--- config.mk ---
export PLATFORM = sky130hd
export DESIGN_NAME = plar_core
export DESIGN_NICKNAME = d
export VERILOG_FILES = /design/src/include/plar_pkg.sv /design/src/rtl/plar_core.sv /design/src/rtl/plar_ser.sv
export SDC_FILE = /design/constraint.sdc
export NUM_CORES = 1
export LEC_CHECK = 0
export BUFFER_PORTS_ARGS = -buffer_cell sky130_fd_sc_hd__buf_2
export CORE_MARGIN = 2
export CORE_UTILIZATION = 55
export CTS_CLUSTER_SIZE = 10
export DETAILED_ROUTE_END_ITERATION = 8
export GPL_TIMING_DRIVEN = 0
export HOLD_SLACK_MARGIN = 0.02
export PLACE_DENSITY = 0.75
export SYNTH_ARGS = -nofsm -noshare
export SYNTH_HDL_FRONTEND = slang
export SYNTH_SLANG_ARGS = --single-unit
--- constraint.sdc ---
create_clock -name core_clk -period 8.2 [get_ports core_clk]
set_input_delay 0.82 -clock core_clk [delete_from_list [all_inputs] [get_ports core_clk]]
set_output_delay 0.82 -clock core_clk [all_outputs]
set_load 0.03 [all_outputs]
--- src/include/plar_pkg.sv ---
// Shared constants, enumerations and carriers for the pattern and loop-code block
package plar_pkg;
   // Timebase
   localparam int CLK_HZ = 40_000_000;
   localparam int MS_PER_S = 1000;
   localparam int TICK_CYC = CLK_HZ / MS_PER_S;
   // Loop-up qualification times in milliseconds
   localparam int INB_UP_MS = 5000;
   localparam int OOB_UP_MS = 250;
   localparam int MS_W = 13;
   // Pattern storage
   localparam int PAT_W = 24;
   localparam int LOOP_W = 8;
   localparam int LEN_W = 5;
   localparam int PAT_MIN = 3;
   localparam int NTGT = 4;
   localparam logic [PAT_W-1:0] PAT1_RST = 24'h00004A;
   localparam logic [PAT_W-1:0] PAT2_RST = 24'h0000EC;
   localparam logic [PAT_W-1:0] PAT3_RST = 24'h0000E3;
   localparam logic [PAT_W-1:0] LOOP_RST = 24'h000001;
   localparam logic [NTGT-1:0][PAT_W-1:0] PAT_RST = {LOOP_RST, PAT3_RST, PAT2_RST, PAT1_RST};
   localparam logic [NTGT-1:0][LEN_W-1:0] LEN_RST = {5'h05, 5'h09, 5'h09, 5'h09};
   // Sequence durations: codes 0..4 are 15 s steps, 5..18 are whole minutes 2..15
   localparam int NCOMP = 5;
   localparam int DUR_W = 5;
   localparam int DUR_STEP_S = 15;
   localparam int DUR_MIN_S = 60;
   localparam int DUR_FINE_MAX = 4;
   localparam int SEC_W = 10;

   typedef enum logic [1:0] {TGT_PAT1 = 2'h0, TGT_PAT2 = 2'h1, TGT_PAT3 = 2'h2, TGT_LOOP = 2'h3} plar_tgt_t;
   typedef enum logic [2:0] {CMD_NONE = 3'h0, CMD_FWD = 3'h1, CMD_REV = 3'h2, CMD_TOGGLE = 3'h3,
                             CMD_END = 3'h4} plar_cmd_t;
   typedef enum logic [2:0] {P_PAT1 = 3'h0, P_PAT2 = 3'h1, P_PAT3 = 3'h2, P_SEQ = 3'h3, P_OCT55 = 3'h4,
                             P_3IN24 = 3'h5, P_OTHER = 3'h6} plar_psel_t;
   typedef enum logic [2:0] {MD_T1 = 3'h0, MD_D4 = 3'h1, MD_D1D = 3'h2, MD_CARRIER = 3'h3, MD_ESF = 3'h4,
                             MD_TERM_LB = 3'h5, MD_LINE_LB = 3'h6, MD_AUTO_LB = 3'h7} plar_mode_t;
   typedef enum logic [1:0] {LSRC_CHANNEL = 2'h0, LSRC_NETWORK = 2'h1, LSRC_PROGRAMMABLE = 2'h2} plar_lsrc_t;
   typedef enum logic [1:0] {CH_IN_BAND = 2'h0, CH_ESF_LINE = 2'h1, CH_ESF_PAYLOAD = 2'h2} plar_ch_t;
   typedef enum logic [1:0] {NI_FAC1 = 2'h0, NI_FAC2 = 2'h1, NI_FAC3 = 2'h2, NI_ESF_NET = 2'h3} plar_ni_t;
   typedef enum logic [2:0] {C_NONE = 3'h0, C_CH_INB = 3'h1, C_ESF_LINE = 3'h2, C_FAC1 = 3'h3, C_FAC2 = 3'h4,
                             C_FAC3 = 3'h5, C_ESF_NET = 3'h6, C_USER = 3'h7} plar_code_t;
   typedef enum logic [2:0] {CP_ONES = 3'h0, CP_1IN8 = 3'h1, CP_2IN8 = 3'h2, CP_3IN24 = 3'h3,
                             CP_QRSS = 3'h4} plar_comp_t;
   typedef enum logic {AR_IDLE = 1'b0, AR_LOOP = 1'b1} plar_ar_t;

   typedef struct packed {
      plar_tgt_t tgt;
      plar_cmd_t cmd;
   } plar_edit_t;
   typedef struct packed {
      plar_code_t code;
      logic inb_up;
      logic inb_dn;
      logic oob_up;
      logic oob_dn;
   } plar_rx_t;
   typedef struct packed {
      logic cur;
      logic hist;
   } plar_dens_t;
   typedef logic [NCOMP-1:0][DUR_W-1:0] plar_durs_t;
endpackage : plar_pkg

--- src/rtl/plar_core.sv ---
// User patterns, timed pattern sequence, density masking and automatic loop response
`timescale 1ns/1ps
module plar_core #(
   parameter int TICK_CYC_P = plar_pkg::TICK_CYC
) (
   // Clock and reset
   input wire logic core_clk,
   input wire logic rst_b,
   // Front panel settings
   input wire plar_pkg::plar_edit_t edit_i,
   input wire plar_pkg::plar_psel_t pat_sel_i,
   input wire plar_pkg::plar_durs_t sequence_durations,
   input wire logic auto_loop_response,
   input wire logic octet_fifty_five_alarm_en,
   input wire logic three_in_24_alarm_en,
   input wire plar_pkg::plar_mode_t op_mode_i,
   input wire plar_pkg::plar_lsrc_t loop_src_i,
   input wire plar_pkg::plar_ch_t channel_unit_loop_select,
   input wire plar_pkg::plar_ni_t network_interface_loop_select,
   input wire logic loop_up_req,
   // Line side
   input wire logic bit_en,
   input wire logic rx_bit,
   input wire logic rx_bit_en,
   input wire plar_pkg::plar_rx_t rx_det,
   input wire logic pat_sync,
   input wire plar_pkg::plar_dens_t dens_raw,
   // Transmit
   output logic tx_bit,
   output logic tx_bit_vld,
   output logic tx_loop_inband,
   output logic dl_loop_req,
   // Status
   output plar_pkg::plar_comp_t seq_comp,
   output logic seq_on,
   output plar_pkg::plar_dens_t dens_out,
   output logic automatic_line_loopback,
   output plar_pkg::plar_mode_t eff_mode,
   output logic [plar_pkg::LEN_W-1:0] cursor
);
   import plar_pkg::*;

   function automatic logic [LEN_W-1:0] tgt_max(input int e);
      tgt_max = (e == int'(TGT_LOOP)) ? LEN_W'(LOOP_W) : LEN_W'(PAT_W);
   endfunction : tgt_max

   function automatic logic [SEC_W-1:0] dur_sec(input logic [DUR_W-1:0] c);
      if (c <= DUR_W'(DUR_FINE_MAX))
         dur_sec = SEC_W'(c * DUR_STEP_S);
      else
         dur_sec = SEC_W'((c - 5'h03) * DUR_MIN_S);
   endfunction : dur_sec

   // Millisecond tick
   logic [15:0] tick_cnt_r;
   logic ms_tick;
   assign ms_tick = (tick_cnt_r == 16'(TICK_CYC_P - 1));
   always_ff @(posedge core_clk or negedge rst_b) begin
      if (!rst_b)
         tick_cnt_r <= '0;
      else
         tick_cnt_r <= ms_tick ? '0 : tick_cnt_r + 16'h0001;
   end

   // Pattern editing
   logic [PAT_W-1:0] pat_w [NTGT];
   logic [LEN_W-1:0] len_w [NTGT];
   logic [LEN_W-1:0] cur_r;
   plar_tgt_t tgt_q_r;
   logic same_tgt;
   logic [LEN_W-1:0] cur_max;
   assign same_tgt = (edit_i.tgt == tgt_q_r);
   assign cur_max = tgt_max(int'(edit_i.tgt));
   assign cursor = cur_r;

   always_ff @(posedge core_clk or negedge rst_b) begin
      if (!rst_b) begin
         cur_r <= '0;
         tgt_q_r <= TGT_PAT1;
      end else begin
         tgt_q_r <= edit_i.tgt;
         if (!same_tgt)
            cur_r <= '0;
         else if (edit_i.cmd == CMD_FWD && cur_r < cur_max - 5'h01)
            cur_r <= cur_r + 5'h01;
         else if (edit_i.cmd == CMD_REV && cur_r != '0)
            cur_r <= cur_r - 5'h01;
      end
   end

   genvar e;
   generate
      for (e = 0; e < NTGT; e++) begin : g_store
         logic [PAT_W-1:0] p_r;
         logic [LEN_W-1:0] l_r;
         logic hit;
         assign hit = same_tgt && (edit_i.tgt == plar_tgt_t'(e));
         assign pat_w[e] = p_r;
         assign len_w[e] = l_r;
         always_ff @(posedge core_clk or negedge rst_b) begin
            if (!rst_b) begin
               p_r <= PAT_RST[e];
               l_r <= LEN_RST[e];
            end else if (hit) begin
               unique case (edit_i.cmd)
                  CMD_NONE, CMD_REV: ;
                  // Moving past the end shows a new bit
                  CMD_FWD: if (cur_r < tgt_max(e) - 5'h01 && cur_r + 5'h01 >= l_r) begin
                     l_r <= cur_r + 5'h02;
                  end
                  CMD_TOGGLE: p_r[cur_r] <= ~p_r[cur_r];
                  CMD_END: begin
                     l_r <= (cur_r < LEN_W'(PAT_MIN - 1)) ? LEN_W'(PAT_MIN) : cur_r + 5'h01;
                     p_r <= p_r & ~({PAT_W{1'b1}} << (cur_r + 5'h01));
                  end
                  default: ;
               endcase
            end
         end
      end
   endgenerate

   // Transmit source
   logic esf;
   logic framed;
   logic loop_tx;
   logic loop_oob;
   logic user_sel;
   logic [1:0] src;
   logic [1:0] src_q_r;
   logic run_q_r;
   logic ser_run;
   assign esf = (op_mode_i == MD_ESF);
   assign framed = (op_mode_i != MD_T1);
   assign loop_tx = loop_up_req && (loop_src_i == LSRC_PROGRAMMABLE);
   assign loop_oob = esf && (channel_unit_loop_select != CH_IN_BAND);
   assign user_sel = (pat_sel_i == P_PAT1) || (pat_sel_i == P_PAT2) || (pat_sel_i == P_PAT3);
   assign src = loop_tx ? 2'(TGT_LOOP) : pat_sel_i[1:0];
   assign ser_run = loop_tx || user_sel;
   assign tx_loop_inband = loop_tx && !loop_oob;
   assign dl_loop_req = loop_tx && loop_oob;

   // A source change restarts at the leftmost bit
   always_ff @(posedge core_clk or negedge rst_b) begin
      if (!rst_b) begin
         src_q_r <= '0;
         run_q_r <= 1'b0;
      end else begin
         src_q_r <= src;
         run_q_r <= ser_run;
      end
   end

   plar_ser u_ser (
      .core_clk(core_clk),
      .rst_b(rst_b),
      .bits(pat_w[src]),
      .len(len_w[src]),
      .run(ser_run),
      .restart(src != src_q_r || !run_q_r),
      .bit_en(bit_en),
      .ser_bit(tx_bit),
      .ser_vld(tx_bit_vld)
   );

   // Timed pattern sequence
   plar_comp_t seq_idx_r;
   logic [SEC_W-1:0] sec_cnt_r;
   logic [SEC_W-1:0] ms_in_s_r;
   logic [SEC_W-1:0] cur_dur;
   logic seq_run;
   logic skip;
   logic sec_tick;
   logic adv;
   assign seq_run = (pat_sel_i == P_SEQ);
   assign cur_dur = dur_sec(sequence_durations[seq_idx_r]);
   assign skip = (cur_dur == '0);
   assign sec_tick = ms_tick && (ms_in_s_r == SEC_W'(MS_PER_S - 1));
   // skip zero; each for its time
   assign adv = skip || (sec_tick && sec_cnt_r == cur_dur - 10'h001);
   assign seq_on = seq_run && !skip;
   assign seq_comp = seq_idx_r;

   always_ff @(posedge core_clk or negedge rst_b) begin
      if (!rst_b) begin
         seq_idx_r <= CP_ONES;
         sec_cnt_r <= '0;
         ms_in_s_r <= '0;
      end else if (!seq_run) begin
         seq_idx_r <= CP_ONES;
         sec_cnt_r <= '0;
         ms_in_s_r <= '0;
      end else if (adv) begin
         seq_idx_r <= (seq_idx_r == CP_QRSS) ? CP_ONES : plar_comp_t'(seq_idx_r + 3'h1);
         sec_cnt_r <= '0;
         ms_in_s_r <= '0;
      end else if (ms_tick) begin
         ms_in_s_r <= sec_tick ? '0 : ms_in_s_r + 10'h001;
         if (sec_tick)
            sec_cnt_r <= sec_cnt_r + 10'h001;
      end
   end

   // Ones-density masking
   logic dens_en;
   logic dens_sup;
   assign dens_en = (pat_sel_i == P_OCT55) ? octet_fifty_five_alarm_en :
                    (pat_sel_i == P_3IN24) ? three_in_24_alarm_en : 1'b1;
   assign dens_sup = framed && !dens_en && pat_sync;
   always_ff @(posedge core_clk or negedge rst_b) begin
      if (!rst_b)
         dens_out <= '0;
      else
         dens_out <= dens_sup ? '0 : dens_raw;
   end

   // Received programmable loop-up code: periodic and aligned once
   logic [LOOP_W-1:0] rx_hist_r;
   logic user_seen_r;
   logic win_ok;
   logic per_ok;
   logic [LEN_W-1:0] ul;
   assign ul = len_w[TGT_LOOP];
   assign per_ok = (rx_bit == rx_hist_r[3'(ul - 5'h01)]);
   always_comb begin
      win_ok = 1'b1;
      for (int j = 0; j < LOOP_W; j++)
         if (j < int'(ul) && rx_hist_r[j] != pat_w[TGT_LOOP][5'(int'(ul) - 1 - j)])
            win_ok = 1'b0;
   end
   always_ff @(posedge core_clk or negedge rst_b) begin
      if (!rst_b) begin
         rx_hist_r <= '0;
         user_seen_r <= 1'b0;
      end else if (rx_bit_en) begin
         rx_hist_r <= {rx_hist_r[LOOP_W-2:0], rx_bit};
         if (!per_ok)
            user_seen_r <= 1'b0;
         else if (win_ok)
            user_seen_r <= 1'b1;
      end
   end

   // Selected response code
   plar_code_t sel_code;
   always_comb begin
      sel_code = C_NONE;
      unique case (loop_src_i)
         LSRC_CHANNEL: begin
            if (channel_unit_loop_select == CH_IN_BAND)
               sel_code = C_CH_INB;
            else if (channel_unit_loop_select == CH_ESF_LINE)
               sel_code = esf ? C_ESF_LINE : C_CH_INB;
         end
         LSRC_NETWORK: begin
            unique case (network_interface_loop_select)
               NI_FAC1: sel_code = C_FAC1;
               NI_FAC2: sel_code = C_FAC2;
               NI_FAC3: sel_code = C_FAC3;
               NI_ESF_NET: sel_code = esf ? C_ESF_NET : C_FAC2;
            endcase
         end
         LSRC_PROGRAMMABLE: sel_code = C_USER;
         default: sel_code = C_NONE;
      endcase
   end

   // Automatic loopback control
   plar_ar_t ar_st_r;
   plar_ar_t ar_nxt;
   plar_mode_t mode_r;
   logic [MS_W-1:0] up_cnt_r;
   logic [MS_W-1:0] up_thr;
   logic armed;
   logic match;
   logic up_inb;
   logic up_oob;
   logic dn_hit;
   assign armed = auto_loop_response && op_mode_i != MD_TERM_LB && op_mode_i != MD_LINE_LB;
   assign match = (sel_code != C_NONE) && (rx_det.code == sel_code);
   assign up_inb = armed && ((sel_code == C_USER) ? user_seen_r : (match && rx_det.inb_up));
   assign up_oob = armed && match && rx_det.oob_up;
   assign dn_hit = armed && match && (rx_det.inb_dn || rx_det.oob_dn);
   assign up_thr = up_oob ? MS_W'(OOB_UP_MS) : MS_W'(INB_UP_MS);
   assign automatic_line_loopback = (ar_st_r == AR_LOOP);

   always_ff @(posedge core_clk or negedge rst_b) begin
      if (!rst_b)
         up_cnt_r <= '0;
      else if (ar_st_r != AR_IDLE || !(up_inb || up_oob))
         up_cnt_r <= '0;
      else if (ms_tick && up_cnt_r < up_thr)
         up_cnt_r <= up_cnt_r + 13'h0001;
   end

   always_comb begin
      ar_nxt = ar_st_r;
      unique case (ar_st_r)
         AR_IDLE: if ((up_inb || up_oob) && up_cnt_r >= up_thr) ar_nxt = AR_LOOP;
         AR_LOOP: if (dn_hit) ar_nxt = AR_IDLE;
      endcase
   end

   // mode held while looped, restored on exit
   always_ff @(posedge core_clk or negedge rst_b) begin
      if (!rst_b) begin
         ar_st_r <= AR_IDLE;
         mode_r <= MD_T1;
         eff_mode <= MD_T1;
      end else begin
         ar_st_r <= ar_nxt;
         if (ar_st_r == AR_IDLE)
            mode_r <= op_mode_i;
         eff_mode <= (ar_nxt == AR_LOOP) ? MD_AUTO_LB : ((ar_st_r == AR_LOOP) ? mode_r : op_mode_i);
      end
   end

   property p_skip;
      @(posedge core_clk) disable iff (!rst_b)
      (seq_run && skip) |=> (seq_idx_r != $past(seq_idx_r));
   endproperty
   a_skip: assert property (p_skip) else $error("zero-duration component not skipped");

   property p_dens_on;
      @(posedge core_clk) disable iff (!rst_b)
      (framed && dens_en) |=> (dens_out == $past(dens_raw));
   endproperty
   a_dens_on: assert property (p_dens_on) else $error("enabled density alarm altered");

   property p_dens_off;
      @(posedge core_clk) disable iff (!rst_b)
      (framed && !dens_en && pat_sync) |=> (dens_out == '0);
   endproperty
   a_dens_off: assert property (p_dens_off) else $error("disabled density alarm not masked");

   property p_noresp;
      @(posedge core_clk) disable iff (!rst_b)
      (!auto_loop_response && ar_st_r == AR_IDLE) |=> (ar_st_r == AR_IDLE);
   endproperty
   a_noresp: assert property (p_noresp) else $error("loopback entered with response off");

   property p_other_code;
      @(posedge core_clk) disable iff (!rst_b)
      (ar_st_r == AR_IDLE && sel_code != C_USER && rx_det.code != sel_code) |=> (up_cnt_r == '0);
   endproperty
   a_other_code: assert property (p_other_code) else $error("unselected code was timed");

   property p_manual;
      @(posedge core_clk) disable iff (!rst_b)
      (ar_st_r == AR_IDLE && (op_mode_i == MD_TERM_LB || op_mode_i == MD_LINE_LB)) |=> (ar_st_r == AR_IDLE);
   endproperty
   a_manual: assert property (p_manual) else $error("loopback entered from manual mode");

   property p_inb_early;
      @(posedge core_clk) disable iff (!rst_b)
      (ar_st_r == AR_IDLE && up_inb && !up_oob && up_cnt_r < MS_W'(INB_UP_MS)) |=> (ar_st_r == AR_IDLE);
   endproperty
   a_inb_early: assert property (p_inb_early) else $error("in-band loop-up accepted too soon");

   property p_oob_enter;
      @(posedge core_clk) disable iff (!rst_b)
      (ar_st_r == AR_IDLE && up_oob && up_cnt_r >= MS_W'(OOB_UP_MS)) |=> (ar_st_r == AR_LOOP);
   endproperty
   a_oob_enter: assert property (p_oob_enter) else $error("data-link loop-up not accepted");

   property p_exit;
      @(posedge core_clk) disable iff (!rst_b)
      (ar_st_r == AR_LOOP && dn_hit) |=> (ar_st_r == AR_IDLE && !automatic_line_loopback);
   endproperty
   a_exit: assert property (p_exit) else $error("loop-down did not release loopback");

   property p_restore;
      @(posedge core_clk) disable iff (!rst_b)
      (ar_st_r == AR_LOOP && ar_nxt == AR_IDLE) |=> (eff_mode == $past(mode_r));
   endproperty
   a_restore: assert property (p_restore) else $error("previous mode not restored");

   c_enter: cover property (@(posedge core_clk) disable iff (!rst_b) ar_st_r == AR_IDLE ##1 ar_st_r == AR_LOOP);
   c_exit: cover property (@(posedge core_clk) disable iff (!rst_b) ar_st_r == AR_LOOP ##1 ar_st_r == AR_IDLE);
   c_seq_wrap: cover property (@(posedge core_clk) disable iff (!rst_b) seq_idx_r == CP_QRSS ##1 seq_idx_r == CP_ONES);
   c_end: cover property (@(posedge core_clk) disable iff (!rst_b) same_tgt && edit_i.cmd == CMD_END);
endmodule : plar_core

--- src/rtl/plar_ser.sv ---
// Circular bit serializer for stored patterns and loop codes
`timescale 1ns/1ps
module plar_ser (
   // Clock and reset
   input wire logic core_clk,
   input wire logic rst_b,
   // Source
   input wire logic [plar_pkg::PAT_W-1:0] bits,
   input wire logic [plar_pkg::LEN_W-1:0] len,
   input wire logic run,
   input wire logic restart,
   input wire logic bit_en,
   // Serial out
   output logic ser_bit,
   output logic ser_vld
);
   import plar_pkg::*;

   logic [LEN_W-1:0] idx_r;

   always_ff @(posedge core_clk or negedge rst_b) begin
      if (!rst_b) begin
         idx_r <= '0;
         ser_bit <= 1'b0;
         ser_vld <= 1'b0;
      end else if (!run || restart) begin
         idx_r <= '0;
         ser_vld <= 1'b0;
      end else if (bit_en) begin
         ser_bit <= bits[idx_r];
         ser_vld <= 1'b1;
         idx_r <= (idx_r >= len - 5'h01) ? '0 : idx_r + 5'h01;
      end
   end

   property p_order;
      @(posedge core_clk) disable iff (!rst_b)
      (run && !restart && bit_en) |=> (ser_bit == $past(bits[idx_r]));
   endproperty
   a_order: assert property (p_order) else $error("serial bit not taken from current index");

   property p_wrap;
      @(posedge core_clk) disable iff (!rst_b)
      (run && !restart && bit_en && idx_r == len - 5'h01) |=> (idx_r == '0);
   endproperty
   a_wrap: assert property (p_wrap) else $error("pattern did not wrap to first bit");
endmodule : plar_ser

==> flow_summary.yaml <==
status:
  status: "complete, no violations"
hold_path:
  hold_path_class: "in2async"
synth:
  syn_avg_cell_area_um2: 9.232
  ys_warn_count: 0
  yosysTopAreaCell: "dfrtp_1"
  yosysMostFrequentCell: "o21ai_0"
  synthFlopType: "dfrtp_1"
  syn_inst: 1668
  syn-num-nets: 1837
  synthTopCellsByCount: "273 x o21ai_0, 181 x dfrtp_1, 148 x nand2_1"
  synth_edf_count: 0
  ys_seq_elements: 203
  async_reset_ff_share_pct: 100.0
  yosysUniqueCellTypes: 86
  netlist_area_um2: 15400
  netlist.area_leader.share_pct: 29.41
  netlist_top_cells_area: "dfrtp_1 29%, o21ai_0 8.9%, mux4_2 7.9%, ha_1 7.8%, mux2i_1 4.0%"
  ys_seq_area_share_pct: 33.17
global_route:
  grt_usage_pct: 30.63
  grt_max_degree: 118
  grt_pass1_vias: 13210
  gr-total-overflow: 0
  grt_pass1_wl_um: 70930
  grt_antenna_before_repair: 0
cts:
  cts_hold_buffers: 0
  clock_sinks: 203
  cts.repair.resized: 0
  postCtsSetupBuffers: 0
  cts_tree: "built"
  cts_made_buffers: 25
  h-tree-depth: 1
  clk_latency_ns: 0.53
  cts-root-buf: "clkbuf_16"
  clk_pin_slew_ns: 0.06
  clock_path_buffers: 3
flow_run:
  max_cap_viol_count: 0
finish:
  syn2layout_area_growth_pct: 10.61
  nFillCells: 2340
  drive_above_1_share_pct: 14.21
  n_antenna_cell: 0
  fin_nets: 1943
floorplan:
  io_pins: 80
  initial_core_util_pct: 55.58
  fp.coreArea_um2: 27710
  fp-row-count: 61
  die_y_um: 171.3
  die_w_um: 171.3
  dieArea_um2: 29350
power:
  power_switching_uw: 1096
  irDropWorstVdd_mv: 0.1611
  pwr-share-comb_pct: 34.3
  powerDensity_nw_per_um2: 187.6
  p_sw_share_pct: 34.30
  seqPwrFrac_pct: 33.9
  p_total_uw: 3195
  p_clk_share_pct: 31.8
  internal_power_uw: 2099
  total_leakage_power_uw: 0.007294
setup_path:
  path_class: "reg2out"
  crit_start: "seq_comp[0]"
  slowest_stage: "fa_1"
  timing.rr.end: "seq_comp[0]"
  critPathMaxStageDelay_ns: 0.64
  r2r.worst_path.cells: 20
  endpoint: "seq_on"
  worstPathRequired_ns: 7.38
  r2r_setup_slack_ns: 1.55
  r2r_start: "seq_comp[0]"
  arrival_ns: 6.64
  crit_path_start_kind: "register"
  crit_fanout: 10
  path_cells: "mux2_2 -> a22o_1 -> nor2_1 -> inv_1 -> fa_1 -> xor2_1 -> ha_1 -> fa_1 -> a21o_1 -> a2111oi_0 -> o31ai_1 -> a32oi_1 -> or2_2 -> nand3_1 -> o31ai_4 -> inv_1 -> buf_2"
  endpoint_kind: "output pin"
detailed_routing:
  drcViolationCount: 0
  viasPerCell: 6.337
  ant_nets: 0
  drt_pre_antenna_iters: 5
  vias: 13719
  routed_wl_um: 44800
  wire_per_inst_um: 20.69
  drtIter0Drc: 1275
sta:
  setup_viol: 0
  grt_setup_unrepaired: "no"
  slew_headroom_pct: 29.43
  fmax_ghz: 0.1340
  setup_tns_ns: 0
  fin_crit_ns: 7.460
  slew_viol_final: 0
  clock_skew_ns: 0.01674
  timing_hold_violations_final: 0
  tightest_slew_ns: 1.044
  min_period_over_period_pct: 90.98
placed_design:
  hpwl_um: 33020
  io_buffers: 78
  gp_congestion: 0.9760
## power groups by stage
stage                     Combinational (uW)  Clock, uW  Sequential (uW)
after floorplan                          815          0             1090
after global placement                  1050          0             1100
after detailed placement                1070          0             1100
after CTS                               1080       1030             1080
after global routing                    1210       1060             1090
final                                   1100       1010             1080
## cell families after synthesis
kind of cell             Yosys count  synth area share (%)
XOR/XNOR                         101                 5.744
AND/OR/NAND/NOR                  467                 14.86
flip-flops                       203                 33.17
AO/OA/AOI/OAI                    495                 18.87
multiplexers                     148                 14.29
adder cells (fa/ha/maj)          108                 9.360
buffers and inverters            146                 3.705
## through the flow
stage               hold slack, ns  area, um2  instances  utilization [%]  worst slack, ns
finish                      0.2829      17030       2165            61.48           0.7396
global route                0.3470      17030       2165            61.48           0.2458
CTS                         0.3215      17030       2165            61.48           0.8216
detailed placement          0.4703      16300       2125            58.84           0.9767
global placement            0.4588      16260       2124            58.70           0.9787
floorplan                   0.4485      15400       1668                -            1.895
## how the worst min path moves through the flow
stage                        startpoint       endpoint  cells past startpoint
after detailed placement  u_ser.ser_vld  u_ser.ser_vld                      1
after global placement    u_ser.ser_vld  u_ser.ser_vld                      1
final                             rst_b    up_cnt_r[8]                      1
after CTS                         rst_b    up_cnt_r[8]                      1
after floorplan             user_seen_r    user_seen_r                      2
after global routing              rst_b    up_cnt_r[8]                      1
## flip-flops by register name (all words and copies together), names as in the netlist, 5 cells and up
signal,count
u_ser.idx_r,5
cursor,5
tick_cnt_r,16
ms_in_s_r,10
rx_hist_r,8
g_store.l_r,20
up_cnt_r,13
sec_cnt_r,10
g_store.p_r,96
## worst max-delay path, delay by kind of cell, from the launching register on
family                   cells  cell delay, ns
buffers and inverters        3            0.64
multiplexers                 1            0.41
flip-flops                   1            0.44
adder cells (fa/ha/maj)      3            1.53
XOR/XNOR                     1            0.49
AO/OA/AOI/OAI                6            1.81
AND/OR/NAND/NOR              3            0.79
## final cells by class
cell class | instances | area, um2 | share of cell area [%]
multi-input combinational | 1319 | 9722 | 57.07
clock buffer | 39 | 728.2 | 4.275
buffer | 76 | 307.8 | 1.807
sequential | 203 | 5107 | 29.98
timing repair buffer | 79 | 427.9 | 2.512
clock inverter | 1 | 5.005 | 0.02938
tap | 378 | 473.0 | 2.777
inverter | 70 | 262.8 | 1.543
## layer usage
metal / vias up / GRT usage (%) / share of wire, %
met5: - / 0 / 0
met4: 0 / 11.46 / 3.8
met3: 132 / 5.844 / 9.5
met2: 687 / 48.76 / 45
met1: 6616 / 41.72 / 42
li1: 6284 / - / -
## cell usage in the layout (no fill, tap or decap), types with 14 or more instances in the layout
cell | Yosys | final
inv_1 | 66 | 66
nor2_1 | 96 | 96
a21boi_0 | 15 | 15
nand2_1 | 148 | 148
nor2b_1 | 23 | 23
a211oi_1 | 15 | 15
buf_2 | 5 | 82
dfstp_2 | 22 | 22
mux4_2 | 54 | 54
mux2i_1 | 62 | 62
a21oi_1 | 88 | 88
and2_1 | 19 | 19
a21o_1 | 14 | 14
nand2b_1 | 16 | 16
and3_1 | 21 | 21
ha_1 | 96 | 96
xnor2_1 | 48 | 48
clkbuf_16 | 0 | 25
clkbuf_1 | 56 | 65
o21ai_0 | 273 | 273
mux2_2 | 31 | 31
dfrtp_1 | 181 | 181
nor3_1 | 26 | 26
nand4_1 | 19 | 19
nand3_1 | 50 | 50
xor2_1 | 53 | 53
(Power assumes the default switching activity.)
